===== src/core/scg_regs.svh =====
// Purpose: Register offsets, field positions and reset values of the sleep clock gate block
// Assumes: Included by bare name from the package, the top module and the unit gate module
// Notes: Byte addresses on a 32-bit classic Wishbone slave
//
// Behaviour
// - A set gating bit clocks its unit; a clear bit stops and disables it.
// - Access to a unit whose clock is gated off answers with a bus fault.
// - Reset clears every gating bit, leaving all units unclocked.
// - Run, sleep and deep-sleep gating registers share one bit layout.
// - Sleep register applies only while automatic gating select is set.
// - Sleep register at 0x114, reset zero, gating bits 24,18,17,16,12,4,1,0.
// - Unimplemented bits read zero and ignore writes; software preserves them.
`ifndef SCG_REGS_SVH
`define SCG_REGS_SVH

// ============================================================
// Offsets
`define SCG_OFF_RUN_CLOCK_CONFIG 12'h060
`define SCG_OFF_RUN_GATE 12'h104
`define SCG_OFF_SLEEP_GATE 12'h114
`define SCG_OFF_DEEP_GATE 12'h124
`define SCG_OFF_FAULT_STATUS 12'h200
`define SCG_OFF_FAULT_MASK 12'h204
`define SCG_OFF_FAULT_UNIT 12'h208

// ============================================================
// Fields
`define SCG_GATE_MASK 32'h0107_1013
`define SCG_GATE_RESET 32'h0000_0000
`define SCG_CONFIG_RESET 32'h0000_0000
`define SCG_AUTO_GATING_BIT 27
`define SCG_EVT_FAULT_BIT 0
`define SCG_EVT_WIDTH 2
`define SCG_EVT_MASK 32'h0000_0003
`define SCG_UNIT_COUNT 8
`define SCG_UNIT_SEL_W 3

`endif


===== src/core/scg_pkg.sv =====
// Purpose: Types of the sleep clock gate block
// Assumes: scg_regs.svh present on the include path
// Notes: Power mode encoding is Gray along run, sleep, deep sleep
package scg_pkg;
    `include "scg_regs.svh"

    typedef enum logic [1:0]
    {
        SCG_MODE_RUN = 2'h0,
        SCG_MODE_SLEEP = 2'h1,
        SCG_MODE_DEEP = 2'h3
    } scg_mode_t;

    typedef enum logic [1:0]
    {
        SCG_BUS_IDLE = 2'h0,
        SCG_BUS_ACK = 2'h1
    } scg_bus_t;
endpackage


===== src/core/scg_sleep_clock_gate.sv =====
// Purpose: Sleep-mode unit clock gating register with run and deep-sleep siblings
// Assumes: Classic Wishbone slave on mclk at 200 MHz; power mode from the power controller
// Notes: Unit access requests are checked against the effective gate and faulted when unclocked
`timescale 1ns/100ps
`default_nettype none
`include "scg_regs.svh"
module scg_sleep_clock_gate
    import scg_pkg::*;
(
    input wire logic mclk,
    input wire logic nrst,
    input wire logic wb_cyc_i,
    input wire logic wb_stb_i,
    input wire logic wb_we_i,
    input wire logic [11:0] wb_adr_i,
    input wire logic [3:0] wb_sel_i,
    input wire logic [31:0] wb_dat_i,
    output logic [31:0] wb_dat_o,
    output logic wb_ack_o,
    output logic wb_err_o,
    input wire logic [1:0] power_mode,
    input wire logic unit_req,
    input wire logic [2:0] unit_sel,
    output logic unit_ok,
    output logic unit_fault,
    output logic [31:0] unit_clock_enable,
    output logic irq
);
    logic [31:0] run_unit_clock_gate_1;
    logic [31:0] sleep_unit_clock_gate_1;
    logic [31:0] deepsleep_unit_clock_gate_1;
    logic [31:0] run_clock_config;
    logic [31:0] effective_gate;
    logic [1:0] fault_status;
    logic [1:0] fault_mask;
    logic [2:0] fault_unit;
    logic bus_busy;
    logic wb_req;
    logic wr_strobe;
    logic [31:0] next_dat;
    logic unit_on;
    logic wr_run;
    logic wr_sleep;
    logic wr_deep;
    logic wr_config;
    logic wr_status;
    logic wr_mask;
    logic rd_strobe;
    scg_bus_t bus_state;
    scg_bus_t next_bus_state;
    logic [1:0] fault_set;
    logic [1:0] fault_clear;
    logic [1:0] next_fault_status;
    logic [`SCG_UNIT_COUNT-1:0] unit_hit;
    logic [`SCG_UNIT_COUNT-1:0] unit_gate_vec;

    // ============================================================
    // Helpers
    function automatic logic [31:0] merge_bytes(input logic [31:0] old_v, input logic [31:0] new_v,
        input logic [3:0] sel, input logic [31:0] keep);
        logic [31:0] m;
        m = {{8{sel[3]}}, {8{sel[2]}}, {8{sel[1]}}, {8{sel[0]}}} & keep;
        return (old_v & ~m) | (new_v & m);
    endfunction

    function automatic logic [4:0] unit_bit(input logic [2:0] sel);
        case (sel)
            3'h0: unit_bit = 5'h00;
            3'h1: unit_bit = 5'h01;
            3'h2: unit_bit = 5'h04;
            3'h3: unit_bit = 5'h0C;
            3'h4: unit_bit = 5'h10;
            3'h5: unit_bit = 5'h11;
            3'h6: unit_bit = 5'h12;
            default: unit_bit = 5'h18;
        endcase
    endfunction

    // Every write decode goes through this; the read mux matches wb_adr_i in its own case
    function automatic logic addr_hit(input logic [11:0] adr, input logic [11:0] off);
        return adr == off;
    endfunction

    // ============================================================
    // Bus handshake
    // One wait-free answer per request; ack drops the cycle after it is given
    assign wb_req = wb_cyc_i && wb_stb_i && !bus_busy;
    assign wr_strobe = wb_req && wb_we_i;
    assign rd_strobe = wb_req && !wb_we_i;

    // A held request is taken again after the answer state, which blocks a second take for one cycle only
    always_comb
    begin
        case (bus_state)
            SCG_BUS_IDLE: next_bus_state = (wb_cyc_i && wb_stb_i) ? SCG_BUS_ACK : SCG_BUS_IDLE;
            SCG_BUS_ACK: next_bus_state = SCG_BUS_IDLE;
            default: next_bus_state = SCG_BUS_IDLE;
        endcase
    end

    always_ff @(posedge mclk or negedge nrst)
    begin
        if (!nrst)
        begin
            bus_state <= SCG_BUS_IDLE;
        end
        else
        begin
            bus_state <= next_bus_state;
        end
    end

    assign bus_busy = (bus_state == SCG_BUS_ACK);

    // ============================================================
    // Address decode
    assign wr_run = wr_strobe && addr_hit(wb_adr_i, `SCG_OFF_RUN_GATE);
    assign wr_sleep = wr_strobe && addr_hit(wb_adr_i, `SCG_OFF_SLEEP_GATE);
    assign wr_deep = wr_strobe && addr_hit(wb_adr_i, `SCG_OFF_DEEP_GATE);
    assign wr_config = wr_strobe && addr_hit(wb_adr_i, `SCG_OFF_RUN_CLOCK_CONFIG);
    assign wr_status = wr_strobe && addr_hit(wb_adr_i, `SCG_OFF_FAULT_STATUS);
    assign wr_mask = wr_strobe && addr_hit(wb_adr_i, `SCG_OFF_FAULT_MASK);

    always_ff @(posedge mclk or negedge nrst)
    begin
        if (!nrst)
        begin
            wb_ack_o <= 1'b0;
        end
        else
        begin
            wb_ack_o <= wb_req;
        end
    end

    assign wb_err_o = 1'b0;

    // ============================================================
    // Gating registers
    always_ff @(posedge mclk or negedge nrst)
    begin
        if (!nrst)
        begin
            sleep_unit_clock_gate_1 <= `SCG_GATE_RESET;
        end
        else if (wr_sleep)
        begin
            sleep_unit_clock_gate_1 <= merge_bytes(sleep_unit_clock_gate_1, wb_dat_i, wb_sel_i,
                `SCG_GATE_MASK);
        end
    end

    always_ff @(posedge mclk or negedge nrst)
    begin
        if (!nrst)
        begin
            run_unit_clock_gate_1 <= `SCG_GATE_RESET;
        end
        else if (wr_run)
        begin
            run_unit_clock_gate_1 <= merge_bytes(run_unit_clock_gate_1, wb_dat_i, wb_sel_i,
                `SCG_GATE_MASK);
        end
    end

    always_ff @(posedge mclk or negedge nrst)
    begin
        if (!nrst)
        begin
            deepsleep_unit_clock_gate_1 <= `SCG_GATE_RESET;
        end
        else if (wr_deep)
        begin
            deepsleep_unit_clock_gate_1 <= merge_bytes(deepsleep_unit_clock_gate_1, wb_dat_i, wb_sel_i,
                `SCG_GATE_MASK);
        end
    end

    always_ff @(posedge mclk or negedge nrst)
    begin
        if (!nrst)
        begin
            run_clock_config <= `SCG_CONFIG_RESET;
        end
        else if (wr_config)
        begin
            // Only the automatic gating select is kept; the rest of this word belongs elsewhere
            run_clock_config <= merge_bytes(run_clock_config, wb_dat_i, wb_sel_i,
                32'h1 << `SCG_AUTO_GATING_BIT);
        end
    end

    // ============================================================
    // Effective gate
    scg_unit_gate u_gate
    (
        .mclk(mclk),
        .nrst(nrst),
        .mode(power_mode),
        .auto_gating_select(run_clock_config[`SCG_AUTO_GATING_BIT]),
        .run_gate(run_unit_clock_gate_1),
        .sleep_gate(sleep_unit_clock_gate_1),
        .deep_gate(deepsleep_unit_clock_gate_1),
        .effective_gate(effective_gate)
    );

    assign unit_clock_enable = effective_gate;

    // ============================================================
    // Unit access check
    // Software must enable a unit first; otherwise the access faults
    // One lane per unit; all 8 unit_sel codes are taken, so a further unit also needs a wider unit_sel besides the bit table
    genvar gi;
    generate
        for (gi = 0; gi < `SCG_UNIT_COUNT; gi++)
        begin : g_unit
            assign unit_hit[gi] = (int'(unit_sel) == gi);
            assign unit_gate_vec[gi] = effective_gate[unit_bit(3'(gi))];
        end
    endgenerate

    assign unit_on = |(unit_hit & unit_gate_vec);
    assign unit_ok = unit_req && unit_on;
    assign unit_fault = unit_req && !unit_on;

    always_ff @(posedge mclk or negedge nrst)
    begin
        if (!nrst)
        begin
            fault_unit <= 3'h0;
        end
        else if (unit_fault)
        begin
            fault_unit <= unit_sel;
        end
    end

    // ============================================================
    // Interrupt status; a new fault wins over a clear in the same cycle
    always_comb
    begin
        fault_clear = 2'h0;
        if (wr_status && wb_sel_i[0])
        begin
            fault_clear = wb_dat_i[1:0];
        end
        fault_set = {unit_fault && fault_status[0], unit_fault};
        next_fault_status = (fault_status & ~fault_clear) | fault_set;
    end

    always_ff @(posedge mclk or negedge nrst)
    begin
        if (!nrst)
        begin
            fault_status <= 2'h0;
        end
        else
        begin
            fault_status <= next_fault_status;
        end
    end

    always_ff @(posedge mclk or negedge nrst)
    begin
        if (!nrst)
        begin
            fault_mask <= 2'h0;
        end
        else if (wr_mask && wb_sel_i[0])
        begin
            fault_mask <= wb_dat_i[1:0];
        end
    end

    assign irq = |(fault_status & fault_mask);

    // ============================================================
    // Read data
    always_comb
    begin
        case (wb_adr_i)
            `SCG_OFF_SLEEP_GATE: next_dat = sleep_unit_clock_gate_1;
            `SCG_OFF_RUN_GATE: next_dat = run_unit_clock_gate_1;
            `SCG_OFF_DEEP_GATE: next_dat = deepsleep_unit_clock_gate_1;
            `SCG_OFF_RUN_CLOCK_CONFIG: next_dat = run_clock_config;
            `SCG_OFF_FAULT_STATUS: next_dat = {30'h0, fault_status};
            `SCG_OFF_FAULT_MASK: next_dat = {30'h0, fault_mask};
            `SCG_OFF_FAULT_UNIT: next_dat = {29'h0, fault_unit};
            default: next_dat = 32'h0000_0000;
        endcase
    end

    always_ff @(posedge mclk or negedge nrst)
    begin
        if (!nrst)
        begin
            wb_dat_o <= 32'h0000_0000;
        end
        else if (rd_strobe)
        begin
            wb_dat_o <= next_dat;
        end
    end
endmodule // scg_sleep_clock_gate
`default_nettype wire


===== src/core/scg_unit_gate.sv =====
// Purpose: Selects the effective gating word for the present power mode
// Assumes: Inputs and outputs on mclk
// Notes: Output is registered so that enables never glitch
`timescale 1ns/100ps
`default_nettype none
`include "scg_regs.svh"
module scg_unit_gate
    import scg_pkg::*;
(
    input wire logic mclk,
    input wire logic nrst,
    input wire logic [1:0] mode,
    input wire logic auto_gating_select,
    input wire logic [31:0] run_gate,
    input wire logic [31:0] sleep_gate,
    input wire logic [31:0] deep_gate,
    output logic [31:0] effective_gate
);
    logic [31:0] next_effective_gate;

    // ============================================================
    // Selection
    always_comb
    begin
        case (scg_mode_t'(mode))
            SCG_MODE_SLEEP: next_effective_gate = auto_gating_select ? sleep_gate : run_gate;
            SCG_MODE_DEEP: next_effective_gate = auto_gating_select ? deep_gate : run_gate;
            default: next_effective_gate = run_gate;
        endcase
    end

    always_ff @(posedge mclk or negedge nrst)
    begin
        if (!nrst)
            effective_gate <= `SCG_GATE_RESET;
        else
            effective_gate <= next_effective_gate & `SCG_GATE_MASK;
    end
endmodule // scg_unit_gate
`default_nettype wire


===== config.mk =====
export PLATFORM = sky130hd
export DESIGN_NAME = scg_sleep_clock_gate
export DESIGN_NICKNAME = d
export VERILOG_FILES = /design/src/core/scg_pkg.sv /design/src/core/scg_sleep_clock_gate.sv /design/src/core/scg_unit_gate.sv
export VERILOG_INCLUDE_DIRS = /design/src /design/src/core
export SDC_FILE = /design/constraint.sdc
export NUM_CORES = 1
export LEC_CHECK = 0
export BUFFER_PORTS_ARGS = -buffer_cell sky130_fd_sc_hd__buf_2
export CORE_ASPECT_RATIO = 0.7
export CORE_MARGIN = 2
export CORE_UTILIZATION = 29
export DETAILED_ROUTE_END_ITERATION = 10
export GPL_ROUTABILITY_DRIVEN = 0
export MAX_ROUTING_LAYER = met4
export PLACE_DENSITY = 0.54
export SLEW_MARGIN = 15
export SYNTH_ARGS = -nofsm -noshare
export SYNTH_HDL_FRONTEND = slang
export SYNTH_SLANG_ARGS = --single-unit
export TNS_END_PERCENT = 100

===== constraint.sdc =====
create_clock -name mclk -period 2.3 [get_ports mclk]
set_input_delay 0 -clock mclk [delete_from_list [all_inputs] [get_ports mclk]]
set_output_delay 0 -clock mclk [all_outputs]
set_load 0.05 [all_outputs]

# Word level (Yosys, flattened, before mapping)
# Cells that the tools add are included.
# totals
ff_bits,177
out_inout_bits,69
# classes
eq_ne,17
muxes,7
bitwise,17
reduce_logical,22
# ops
cell,count
case mux 32 bit (7 select lines),1
AND 32 bit,4
OR 32 bit,4
2-to-1 mux 25 bit,2
case mux 25 bit (2 select lines),1
== test 12 x 10 -> 1 bit (second input constant),3
== test 12 x 9 -> 1 bit (second input constant),3
AND 32 x 25 -> 32 bit,1
AND 32 x 28 -> 32 bit,1
NOT 25 -> 32 bit,1
NOT 28 -> 32 bit,1
logical AND 1 bit,15
== test 12 x 7 -> 1 bit (second input constant),1
== test 3 bit (second input constant),4
AND 8 bit,1
OR reduction 8 bit,1
== test 3 x 2 -> 1 bit (second input constant),2
AND 2 bit,2
== test 3 x 1 -> 1 bit (second input constant),1
zero test 1 bit,3
zero test 3 bit,1
== test 2 x 1 -> 1 bit (second input constant),1
== test 2 bit (second input constant),1
zero test 2 bit,1
other kinds (6),7

# Depth between registers and ports, before layout
# logic_depth
ltp_word,10
ltp_mapped,7
depth_no_buf,6

# Modules after synthesis
# A second synthesis with hierarchy kept.
# hier_totals
cells_unflattened,281
area_unflattened_um2,3012.9
# by_module_without_submodules
module,n_inst,cells_per_inst,area_each_um2
scg_sleep_clock_gate,1,219,2392.3
scg_unit_gate,1,62,620.6

# Worst setup path after synthesis
# OpenSTA, ideal clock, no wires.
# synth_path
kind,register to register
from,register u_gate.effective_gate[12]
to,register fault_status[1]
setup_ns,0.066
arrival_time_ns,1.942
required_ns,2.234
path_slack_ns,0.292
stages_incl_launch_ff,6
n_path_buf,0
synth_period_minus_slack_ns,2.008
cell_sequence,dfrtp_1 > mux4_1 > mux2i_1 > nand2_1 > inv_1 > a22o_1
# synth_between
elab_chain_cells,6
# synth_rtl
element,line,rtl
from (decl),scg_unit_gate.sv:17,output logic [31:0] effective_gate
from (signal assigned),scg_unit_gate.sv:35,effective_gate <= `SCG_GATE_RESET;
from (signal assigned),scg_unit_gate.sv:37,effective_gate <= next_effective_gate & `SCG_GATE_MASK;
AND 8 bit,scg_sleep_clock_gate.sv:222,assign unit_on = |(unit_hit & unit_gate_vec);
OR reduction 8 bit,scg_sleep_clock_gate.sv:222,
zero test 1 bit,scg_sleep_clock_gate.sv:224,assign unit_fault = unit_req && !unit_on;
logical AND 1 bit,scg_sleep_clock_gate.sv:224,
named net unit_fault,scg_sleep_clock_gate.sv:25,"output logic unit_fault,"
logical AND 1 bit,scg_sleep_clock_gate.sv:247,"fault_set = {unit_fault && fault_status[0], unit_fault};"
OR 2 bit,scg_sleep_clock_gate.sv:248,next_fault_status = (fault_status & ~fault_clear) | fault_set;
named net next_fault_status[1],scg_sleep_clock_gate.sv:53,logic [1:0] next_fault_status;
to (signal assigned),scg_sleep_clock_gate.sv:259,fault_status <= next_fault_status;
to (decl),scg_sleep_clock_gate.sv:34,logic [1:0] fault_status;
# The timed path passes the listed nets, and every way through them passes these cells.
# A chain may end at the register's enable or synchronous reset.

# Final worst setup path
# layout_path
from,register u_gate.effective_gate[17]
to,output unit_fault
# layout_between
elab_chain_cells,4
# layout_rtl
element,line
AND 8 bit,scg_sleep_clock_gate.sv:222
OR reduction 8 bit,scg_sleep_clock_gate.sv:222
zero test 1 bit,scg_sleep_clock_gate.sv:224
logical AND 1 bit,scg_sleep_clock_gate.sv:224
to (decl),scg_sleep_clock_gate.sv:25
# Every way passes these cells.

==> metrics <==
largest cells by area after synthesis dfrtp_1, buf_4, mux2_2; hpwl dp 5.435 mm; max-cap check violation count 0; TNS Setup 0 ns; largest net degree at the start of global routing 32; Total GRT Usage 0.1316; Most used DFF post-synth dfrtp_1; Initial Util 0.2945; leakage dissipation 1.759 nW; Setup Skew 0.004952 ns; design area 3548 µm²; Clock Sinks 51; Initial DRC Count 83; Cell variety after synth 49; first-pass GRT wire length 10.90 mm; hold depth 2; DR DRC count 0; minimum clock period 1.957 ns; input/output buffers 57; Reg2Reg Capture Point fault_mask[0]; wire length per cell 14.31 µm; final hold vios 0; most frequent cell after synthesis dfrtp_1; Clock Path Buffers 2; Worst R2R Path Depth 4; die height 89.16 µm; layout cells sized above 1 0.3239; initial antenna violation count 0; Worst-Margin Slew 0.6989 ns; number of gates resized after cts 0; CTS clock-pin slew for the worst setup and hold paths 0.07 ns; Antenna Cells 0; Die Wd 125.7 µm; DP Worst Slack 0.4658 ns; CP Max Fanout 4; pwr dens 566.4 nW/µm²; period utilisation layout 0.8510; Root Buffer clkbuf_16; ys async rst share 1.000; Seq cells post-synth 51; nets@finish 413; min-delay worst type input pin to flop; Synth area leader dfrtp_1; P&R area growth vs syn 18.12%; Mean Syn Cell Area 10.65 µm²; Critical Path RT 2.30 ns; Placed Area 3243 µm²; ANT nets after route 0; Gate Count Post-Synth 282; H-tree depth 2; min-delay src unit_sel[1]; Worst Hold End fault_unit[1]; peak supply drop 0.0002697 V; crit start category flop; WL final 6.967 mm; DR vias 2142; gr ovfl total 0; unrepaired setup endpoints after global routing no; final-report max-slew violation count 0; vias in the first global route 2067; Worst slew margin 0.5341; core region area 10200 µm²; status complete, no violations; Hold WS 0.02477 ns; Yosys warning count 0; crit path kind flop to output port; fmax 510.9 MHz; number of enable flip-flop cells after synthesis 0; R2R Path Start bus_state[0]; drt first pass iters 4; critical path endpoint category output port; Row Count 31; Data arrival, critical path 1.96 ns; drt via density 4.398; Netlist Area Pre-Place 3004 µm²; Clk Latency, worst-skew pair 0.29 ns; reg2reg setup slack 0.47 ns; CTS tree yes; total CTS buffers 5; Die ar. 11200 µm²; post-route setup slack 0.3427 ns; Final Setup Violations 0; most frequent cells after synthesis dfrtp_1, buf_4, nand2_1, mux2_2, nor2_1; Synth top area share 0.4248; top-level I/O count 128; sequential cell area fraction in the yosys report 0.4248
[how the worst max path moves through the flow]
stage / startpoint / endpoint / cells past startpoint
after global placement: bus_state[0] / fault_mask[1] / 4
after global routing: u_gate.effective_gate[12] / unit_fault / 5
after CTS: u_gate.effective_gate[17] / unit_fault / 5
final: u_gate.effective_gate[17] / unit_fault / 5
after detailed placement: bus_state[0] / fault_mask[0] / 4
after floorplan: u_gate.effective_gate[12] / fault_status[1] / 5
[cells in the final DEF, fill, tap and decap left out, types with 2 or more instances in the layout]
| master | n |
|---|---|
| a211oi_1 | 2 |
| a21oi_1 | 14 |
| a22o_1 | 3 |
| a2bb2oi_1 | 2 |
| buf_2 | 57 |
| buf_4 | 3 |
| clkbuf_16 | 5 |
| conb_1 | 47 |
| dfrtp_1 | 51 |
| dlygate4sd3_1 | 15 |
| inv_1 | 4 |
| mux2_2 | 24 |
| mux2i_1 | 17 |
| mux4_2 | 2 |
| nand2_1 | 26 |
| nand3_1 | 5 |
| nor2_1 | 23 |
| nor2_2 | 3 |
| nor2_4 | 3 |
| nor3_1 | 2 |
| nor3_2 | 2 |
| nor4_4 | 3 |
| o21ai_0 | 12 |
| o22ai_1 | 2 |
[final cells by class]
class / instances / area [µm²]
clock buffers: 6 / 138.9
clock inverters: 2 / 16.27
fillers: 1046 / 6653
inverters: 4 / 15.01
multi-input cells: 217 / 1479
flip-flops and latches: 51 / 1276
well taps: 132 / 165.2
repair buffers: 75 / 457.9
[cell families (layout without fill, tap and decap cells)]
group	after synthesis	in the layout	synth area share
compound gates	40	40	0.07955
other cells	1	47	0.001248
buf+inv	60	87	0.1404
mux	46	46	0.1791
flops	51	51	0.4248
simple gates	84	84	0.1749
[critical path: stages, from the launching register on]
cell and delay [ns]:
dfrtp_1 0.39, mux4_1 0.49, mux2i_1 0.18, nand2_1 0.14
inv_1 0.16, buf_2 0.29
[metal layers]
layer	share of wire	track usage	vias to the layer above
met2	0.39	0.1715	86
li1	-	-	1029
met5	0	-	-
met1	0.54	0.1993	1022
met4	0.0078	0.03737	0
met3	0.064	0.02992	5
[what timing repair did]
item	CTS	global route
setup buffers	0	0
hold endpoints to repair	53	0
hold buffers	15	0
[stage by stage]
step	utilization	std cells	power, mW
global route	0.3478	487	2.092
finish	0.3478	487	2.010
CTS	0.3478	487	2.038
global placement	0.3179	464	1.228
detailed placement	0.3179	464	1.230
floorplan	-	328	1.213
[power breakdown]
part / switching (mW) / internal [mW]
combinational: 0.257 / 0.0665
clock: 0.344 / 0.435
sequential: 0.00470 / 0.902
total: 0.605 / 1.40
(Power assumes the default switching activity.)
